--- config.mk ---
export PLATFORM = sky130hd
export DESIGN_NAME = adcsc_top
export DESIGN_NICKNAME = d
export VERILOG_FILES = /design/src/include/adcsc_pkg.sv /design/src/rtl/adcsc_top.sv
export SDC_FILE = /design/constraint.sdc
export NUM_CORES = 1
export LEC_CHECK = 0
export ABC_AREA = 0
export CORE_MARGIN = 4
export CORE_UTILIZATION = 30
export DETAILED_ROUTE_END_ITERATION = 10
export DONT_BUFFER_PORTS = 1
export SLEW_MARGIN = 25
export SYNTH_ARGS = -nofsm -noshare
export SYNTH_HDL_FRONTEND = slang
export SYNTH_SLANG_ARGS = --single-unit
export TNS_END_PERCENT = 100
--- constraint.sdc ---
create_clock -name sys_clk -period 2.9 [get_ports sys_clk]
set_input_delay 0 -clock sys_clk [delete_from_list [all_inputs] [get_ports sys_clk]]
set_output_delay 0 -clock sys_clk [all_outputs]
set_load 0.05 [all_outputs]
--- src/include/adcsc_pkg.sv ---
// Purpose: shared constants and types of the converter control block
// Assumes: 8-bit i/o register bus, 6-bit i/o address
// Notes:   offsets are i/o addresses of the register file
package adcsc_pkg;

    //////////////////////////////////////////////////////////////////////////
    // register offsets
    localparam logic [5:0] ADDR_CTRL_B = 6'h03;
    localparam logic [5:0] ADDR_RES_LO = 6'h04;
    localparam logic [5:0] ADDR_RES_HI = 6'h05;
    localparam logic [5:0] ADDR_CSR    = 6'h06;
    localparam logic [5:0] ADDR_MUX    = 6'h07;
    localparam logic [7:0] REG_RESET   = 8'h00;

    //////////////////////////////////////////////////////////////////////////
    // field positions
    localparam int EN_BIT    = 7;
    localparam int START_BIT = 6;
    localparam int ATE_BIT   = 5;
    localparam int FLAG_BIT  = 4;
    localparam int IE_BIT    = 3;
    localparam int LAR_BIT   = 5;
    localparam int REFX_BIT  = 4;
    localparam int MUXX_BIT  = 3;

    //////////////////////////////////////////////////////////////////////////
    // timing and codes
    localparam logic [4:0] LONG_CYC  = 5'd25;
    localparam logic [4:0] SHORT_CYC = 5'd13;
    localparam logic [5:0] TEMP_CHAN = 6'h3f;
    localparam logic [2:0] TS_FREE   = 3'h0;

    typedef enum logic [2:0] {
        ADCSC_REF_SUPPLY,
        ADCSC_REF_EXT_PIN,
        ADCSC_REF_INT_1V1,
        ADCSC_REF_RESERVED,
        ADCSC_REF_INT_2V56,
        ADCSC_REF_INT_2V56_BYP
    } adcsc_ref_t;

    typedef struct packed {
        logic       wr;
        logic       rd;
        logic [5:0] addr;
        logic [7:0] wdata;
    } adcsc_io_req_t;

    typedef struct packed {
        logic       power;
        logic       sample;
        logic       temp_en;
        logic [5:0] chan;
        adcsc_ref_t ref_src;
    } adcsc_afe_t;

endpackage

--- src/rtl/adcsc_top.sv ---
// Purpose: control, sequencing and result registers of a 10-bit converter
// Assumes: analog result is quasi-static when a conversion ends
// Notes:   register reads answer one cycle after the read strobe
//
// Summary of operation
// - channel code 111111 routes and enables the temperature sensor.
// - enable bit powers converter; clearing it aborts a running conversion.
// - start bit begins each single conversion, or the first free-running one.
// - first conversion after enabling or a reference change lasts 25 converter cycles, others 13.
// - start bit reads one while converting; writing zero does nothing.
// - with auto-trigger set, rising edge of selected source starts conversion.
// - completion flag sets at finish; clears on vector ack or write one.
// - interrupt request while flag, enable and global enable all set.
// - prescaler codes give divide by 2,2,4,8,16,32,64,128.
// - right adjusted: high holds bits 9:8, low holds bits 7:0.
// - left adjusted: high holds bits 9:2, low bits 1:0 at 7:6.
// - reading low locks both result registers until high is read.
// - reference code selects supply, pin, 1.1V, reserved or 2.56V sources.
// - reference and channel changes apply only after current conversion ends.
// - after a reference change the next conversion lasts 25 cycles.
// - channel extension bit is the top bit of the channel code.
// - reference extension bit is the top bit of the reference code.
// - left-adjust change alters result presentation at once.
`timescale 1ns/10ps
module adcsc_top (
    // clock and reset
    input  wire logic                     sys_clk,
    input  wire logic                     srst,
    // i/o register bus
    input  wire adcsc_pkg::adcsc_io_req_t io_req,
    output logic [7:0]                    io_rdata,
    // processor interrupt
    input  wire logic                     global_irq_enable,
    input  wire logic                     irq_vector_ack,
    output logic                          irq_request,
    // trigger sources
    input  wire logic [7:0]               trigger_sources,
    // analog front end
    input  wire logic [9:0]               afe_result,
    output adcsc_pkg::adcsc_afe_t         afe_ctrl
);
    import adcsc_pkg::*;

    typedef enum logic [0:0] {ST_IDLE, ST_CONV} adcsc_state_t;

    ////////////////////////////////////////////////////////////////////////////
    // state
    logic         en;
    logic         start_req;
    logic         ate;
    logic         flag;
    logic         ie;
    logic [2:0]   ps;
    logic [1:0]   refs_lo;
    logic         lar;
    logic [4:0]   mux_lo;
    logic [1:0]   ctlb_hi;
    logic         ref_ext;
    logic         mux_ext;
    logic [2:0]   ts;
    adcsc_state_t state;
    logic [4:0]   cyc;
    logic         long_pend;
    logic         first_conv;
    logic [6:0]   presc;
    logic [9:0]   result;
    logic         lock;
    logic [5:0]   act_chan;
    logic [2:0]   act_ref;
    logic [7:0]   trig_prev;
    logic [9:0]   afe_meta;
    logic [9:0]   afe_sync;

    ////////////////////////////////////////////////////////////////////////////
    // decode
    wire       wr_csr    = io_req.wr && (io_req.addr == ADDR_CSR);
    wire       wr_mux    = io_req.wr && (io_req.addr == ADDR_MUX);
    wire       wr_ctlb   = io_req.wr && (io_req.addr == ADDR_CTRL_B);
    wire       rd_low    = io_req.rd && (io_req.addr == ADDR_RES_LO);
    wire       rd_high   = io_req.rd && (io_req.addr == ADDR_RES_HI);
    wire       busy      = (state == ST_CONV);
    wire       next_en   = wr_csr ? io_req.wdata[EN_BIT] : en;
    wire       set_start = wr_csr && io_req.wdata[START_BIT] && next_en;
    wire [5:0] next_chan = {mux_ext, mux_lo};
    wire [2:0] next_ref  = {ref_ext, refs_lo};
    wire       ref_chg   = !busy && (next_ref != act_ref);

    // converter clock tick from the prescaler
    wire [6:0] presc_mask = (ps < 3'h2) ? 7'h01 : 7'((8'h01 << ps) - 8'h01);
    wire       tick       = en && ((presc & presc_mask) == presc_mask);
    wire [4:0] conv_last  = long_pend ? LONG_CYC - 5'd1 : SHORT_CYC - 5'd1;
    wire       done       = busy && tick && (cyc == conv_last);
    wire       begin_conv = en && !busy && start_req;

    // trigger selection
    wire trig_edge  = trigger_sources[ts] && !trig_prev[ts];
    wire auto_start = ate && en && ((ts == TS_FREE) ? done : trig_edge);

    // reference decode
    adcsc_ref_t ref_src;
    assign ref_src = (act_ref[1:0] == 2'h0) ? ADCSC_REF_SUPPLY :
                     (act_ref[1:0] == 2'h1) ? ADCSC_REF_EXT_PIN :
                     (act_ref == 3'h2)      ? ADCSC_REF_INT_1V1 :
                     (act_ref == 3'h3)      ? ADCSC_REF_RESERVED :
                     (act_ref == 3'h6)      ? ADCSC_REF_INT_2V56 :
                                              ADCSC_REF_INT_2V56_BYP;

    // read presentation, follows left adjust at once
    wire [7:0] res_low  = lar ? {result[1:0], 6'h00} : result[7:0];
    wire [7:0] res_high = lar ? result[9:2] : {6'h00, result[9:8]};
    wire [7:0] csr_rd   = {en, start_req | busy, ate, flag, ie, ps};
    wire [7:0] mux_rd   = {refs_lo, lar, mux_lo};
    wire [7:0] ctlb_rd  = {ctlb_hi, 1'b0, ref_ext, mux_ext, ts};
    wire [7:0] rd_mux   = (io_req.addr == ADDR_RES_LO) ? res_low :
                          (io_req.addr == ADDR_RES_HI) ? res_high :
                          (io_req.addr == ADDR_CSR)    ? csr_rd :
                          (io_req.addr == ADDR_MUX)    ? mux_rd :
                          (io_req.addr == ADDR_CTRL_B) ? ctlb_rd : REG_RESET;

    ////////////////////////////////////////////////////////////////////////////
    // software registers
    always_ff @(posedge sys_clk) begin
        if (srst) begin
            {en, ate, ie, ps} <= 6'h00;
            {refs_lo, lar, mux_lo} <= REG_RESET;
            {ctlb_hi, ref_ext, mux_ext, ts} <= 7'h00;
        end else begin
            if (wr_csr) begin
                en  <= io_req.wdata[EN_BIT];
                ate <= io_req.wdata[ATE_BIT];
                ie  <= io_req.wdata[IE_BIT];
                ps  <= io_req.wdata[2:0];
            end
            if (wr_mux) begin
                {refs_lo, lar, mux_lo} <= io_req.wdata;
            end
            if (wr_ctlb) begin
                {ctlb_hi, ref_ext, mux_ext, ts} <= {io_req.wdata[7:6], io_req.wdata[4:0]};
            end
        end
    end

    ////////////////////////////////////////////////////////////////////////////
    // prescaler and sequencer
    always_ff @(posedge sys_clk) begin
        if (srst || !en) begin
            presc <= 7'h00;
            state <= ST_IDLE;
            cyc   <= 5'h00;
        end else begin
            presc <= presc + 7'h01;
            if (begin_conv) begin
                state <= ST_CONV;
                cyc   <= 5'h00;
            end else if (done) begin
                state <= ST_IDLE;
            end else if (busy && tick) begin
                cyc <= cyc + 5'h01;
            end
        end
    end

    always_ff @(posedge sys_clk) begin
        if (srst) begin
            start_req  <= 1'b0;
            long_pend  <= 1'b1;
            first_conv <= 1'b1;
            act_chan   <= 6'h00;
            act_ref    <= 3'h0;
            trig_prev  <= 8'h00;
        end else begin
            start_req <= next_en && ((start_req && !begin_conv) || set_start || auto_start);
            trig_prev <= trigger_sources;
            if (!en || ref_chg) begin
                long_pend <= 1'b1;
            end else if (done) begin
                long_pend <= 1'b0;
            end
            if (!en) begin
                first_conv <= 1'b1;
            end else if (done) begin
                first_conv <= 1'b0;
            end
            if (!busy) begin
                act_chan <= next_chan;
                act_ref  <= next_ref;
            end
        end
    end

    ////////////////////////////////////////////////////////////////////////////
    // result, flag, lock
    always_ff @(posedge sys_clk) begin
        if (srst) begin
            afe_meta <= 10'h000;
            afe_sync <= 10'h000;
            result   <= 10'h000;
            lock     <= 1'b0;
            flag     <= 1'b0;
        end else begin
            afe_meta <= afe_result;
            afe_sync <= afe_meta;
            if (done && !lock) begin
                result <= afe_sync;
            end
            if (rd_high) begin
                lock <= 1'b0;
            end else if (rd_low) begin
                lock <= 1'b1;
            end
            if (done) begin
                flag <= 1'b1;
            end else if (irq_vector_ack || (wr_csr && io_req.wdata[FLAG_BIT])) begin
                flag <= 1'b0;
            end
        end
    end

    ////////////////////////////////////////////////////////////////////////////
    // outputs
    always_ff @(posedge sys_clk) begin
        if (srst) begin
            io_rdata    <= REG_RESET;
            irq_request <= 1'b0;
            afe_ctrl    <= '0;
        end else begin
            io_rdata         <= io_req.rd ? rd_mux : REG_RESET;
            irq_request      <= flag && ie && global_irq_enable;
            afe_ctrl.power   <= en;
            afe_ctrl.sample  <= begin_conv;
            afe_ctrl.temp_en <= (act_chan == TEMP_CHAN);
            afe_ctrl.chan    <= act_chan;
            afe_ctrl.ref_src <= ref_src;
        end
    end
endmodule

==> impl_metrics.toml <==
[power_and_ir_drop]
power_mw = 2.82
peakVddDrop_uv = 268
powerDensity_mw_per_mm2 = 570
leakage_nw = 1.67

[logic_synthesis]
yosysTopAreaCellShare_pct = 50.8
synth_common_cells = "105 x dfxtp_1, 40 x nor2b_1, 38 x a21oi_1"
synth_cell_types = 55
ys_seq_elements = 105
ys_top_cells_by_area = "dfxtp_1 51%, nor2b_1 6.0%, a21oi_1 4.6%"
ys_seq_area_share_pct = 50.8
synth_area_per_cell_um2 = 9.39
synth_ff_type = "dfxtp_1"
synth_most_common_cell = "dfxtp_1"
yosys.area.top_type = "dfxtp_1"
syn-num-nets = 483
ys_warn_count = 0
syn-instance-count = 441
synth_edf_count = 0
ys_async_sr_fraction_pct = 0
synthesis.area_mm2 = 0.00414

[critical_path]
cp_top_family = "simple AND/OR/NAND/NOR gates"
required_ns = 3.18
worst-path-max-fanout = 10
cp_num_buf_inv = 0
cp-end-kind = "register"
start_kind = "register"
crit_chain = "or2_2 > ha_1 > a221oi_1 > nand3_1 > or4_1 > a21oi_1"
cp.arrival_ns = 2.52
critPathKind = "register to register"
slowest_stage = "or4_1"
slowest_delay_ns = 0.52

[cells_and_area]
syn_to_final_growth_pct = 19.3
diodes = 0
fillers = 1373
final_util_pct = 36.8
fin_nets = 505
fin_cells = 644
drive_gt1_share_pct = 7.26

[route]
drtIter0Drc = 278
dr.pass1.iters = 4
antenna_left = 0
dr_total_vias = 3269
wl_per_cell_um = 16.0
via_per_inst = 5.08
finalWirelength_um = 10300
remaining_drc_errors = 0

[clocking]
clock_latency_ns = 0.35
cts.sinks = 105
cts_max_level = 3
clk_path_buf_depth = 2
cts-buffers-inserted = 9
cts_tree = "done"
cts_root_buf = "clkbuf_16"
clk_pin_slew_ns = 0.07

[place]
place_inst = 593
place_ws_ns = 0.674
place_congestion = 0.803
hpwl_um = 7070
port_buffers = 0

[grt]
grt_max_degree = 81
grt_usage_pct = 13.3
antenna_found_initial = 0
grt_pass1_wl_um = 16600
grt_pass1_vias = 3249
grt_overflow_total = 0

[timing]
grt_setup_unrepaired = "false"
hold_viol_final = 0
slew_headroom_pct = 57.7
max_freq_ghz = 0.446
worst_pin_slew_ns = 0.631
period_share_pct = 77.3
setup_ws_ns = 0.657
finalCriticalPeriod_ns = 2.24
fin_tns_setup_ns = 0
maxSlewViolCount = 0
fin_skew_ns = 0.00763
setup_viol = 0

[run_status]
status = "finished clean"

[floorplanning]
fp.dieArea_mm2 = 0.0157
die_w_um = 125
core_mm2 = 0.0134
die_h_um = 125
start_util_pct = 30.9
ios = 59
rows = 42

[run]
maxCapViolCount = 0

[worst_hold_path]
hold_path.class = "primary input to register"
==> final timing paths <==
| kind | startpoint | to | slack, ns | depth (start not counted) |
|---|---|---|---|---|
| hold reg to reg | afe_meta[6] | afe_sync[6] | 0.44 | 1 |
| hold / removal | srst | ie | 0.03 | 2 |
| setup reg to reg | ps[2] | cyc[3] | 0.66 | 6 |
| setup / recovery | ps[2] | cyc[3] | 0.66 | 6 |
==> worst register-to-register path: stages (launching register included) <==
cell	delay, ns
dfxtp_1	0.40
or2_2	0.33
ha_1	0.21
a221oi_1	0.32
nand3_1	0.22
or4_1	0.52
a21oi_1	0.17
==> what timing repair did <==
action                    4_1_cts  5_1_grt
gates resized for setup         0        0
hold endpoints to repair       89        0
setup buffers                   0        0
hold buffers                   35        0
==> report_power, final <==
group	total [mW]	leakage (nW)	switching, mW	internal (mW)
Clock	1.24	0.149	0.548	0.694
Combinational	0.104	0.672	0.0486	0.0551
Sequential	1.47	0.852	0.00844	1.46
==> state kept, by name (all words and copies together) (netlist names), 2 cells and up <==
name	count
ts	3
afe_meta	10
ps	3
act_ref	3
trig_prev	7
io_rdata	8
act_chan	6
ctlb_hi	2
cyc	5
refs_lo	2
presc	7
afe_sync	10
mux_lo	5
result	10
afe_ctrl	12
==> metrics by stage <==
| stage | area (um^2) | hold WS (ns) |
|---|---|---|
| 6_report | 4940 | 0.0252 |
| 5_1_grt | 4940 | 0.0254 |
| 2_1_floorplan | 4140 | 0.116 |
| 4_1_cts | 4940 | 0.00203 |
| 3_5_place_dp | 4270 | 0.0989 |
| 3_3_place_gp | 4270 | 0.0899 |
==> metal layers <==
layer / track usage, % / wire [um] / vias to the layer above
li1: - / - / 1598
met3: 3.62 / 534 / 13
met1: 17.0 / 4750 / 1567
met4: 6.06 / 210 / 0
met2: 21.1 / 4810 / 91
met5: 0 / 0 / -
==> cell type report <==
cell class              count  area (um^2)  area share (%)
clock buffers              10          239            4.84
clock inverters             6         65.1            1.32
multi-input cells         303         1900            38.5
repair buffers             37          383            7.75
inverters                   7         26.3           0.532
flip-flops and latches    105         2100            42.6
well taps                 176          220            4.46
==> cells in the final DEF, fill, tap and decap left out, types with 3 or more instances in the layout <==
master / netlist / routed
dfxtp_1: 105 / 105
nand2b_1: 6 / 6
and2_1: 3 / 3
mux2_2: 3 / 3
a21oi_1: 38 / 38
nand2_1: 30 / 30
nor2b_1: 40 / 40
a221o_1: 3 / 3
nor2_1: 36 / 36
clkbuf_16: 0 / 9
o21ai_0: 15 / 15
inv_1: 7 / 7
nand3_1: 35 / 35
o32a_1: 4 / 4
dlygate4sd3_1: 0 / 34
mux2i_1: 16 / 16
xnor2_1: 5 / 5
nor3b_1: 3 / 3
a221oi_1: 8 / 8
a211oi_1: 4 / 4
a22oi_1: 4 / 4
ha_1: 4 / 4
and3_1: 7 / 7
==> cells by family (layout without fill, tap and decap cells) <==
kind of cell | count (synthesis) | in the layout | share of synthesized area [%]
AOI/OAI and AO/OA | 92 | 92 | 14.8
DFF | 105 | 105 | 50.8
xor gates and xnor gates | 7 | 7 | 1.48
muxes | 20 | 20 | 5.23
buffers and inverters | 33 | 60 | 3.29
and+or+nand+nor | 180 | 180 | 23.2
adders and majority gates | 4 | 4 | 1.21
Power figures use the tool's default switching activity.
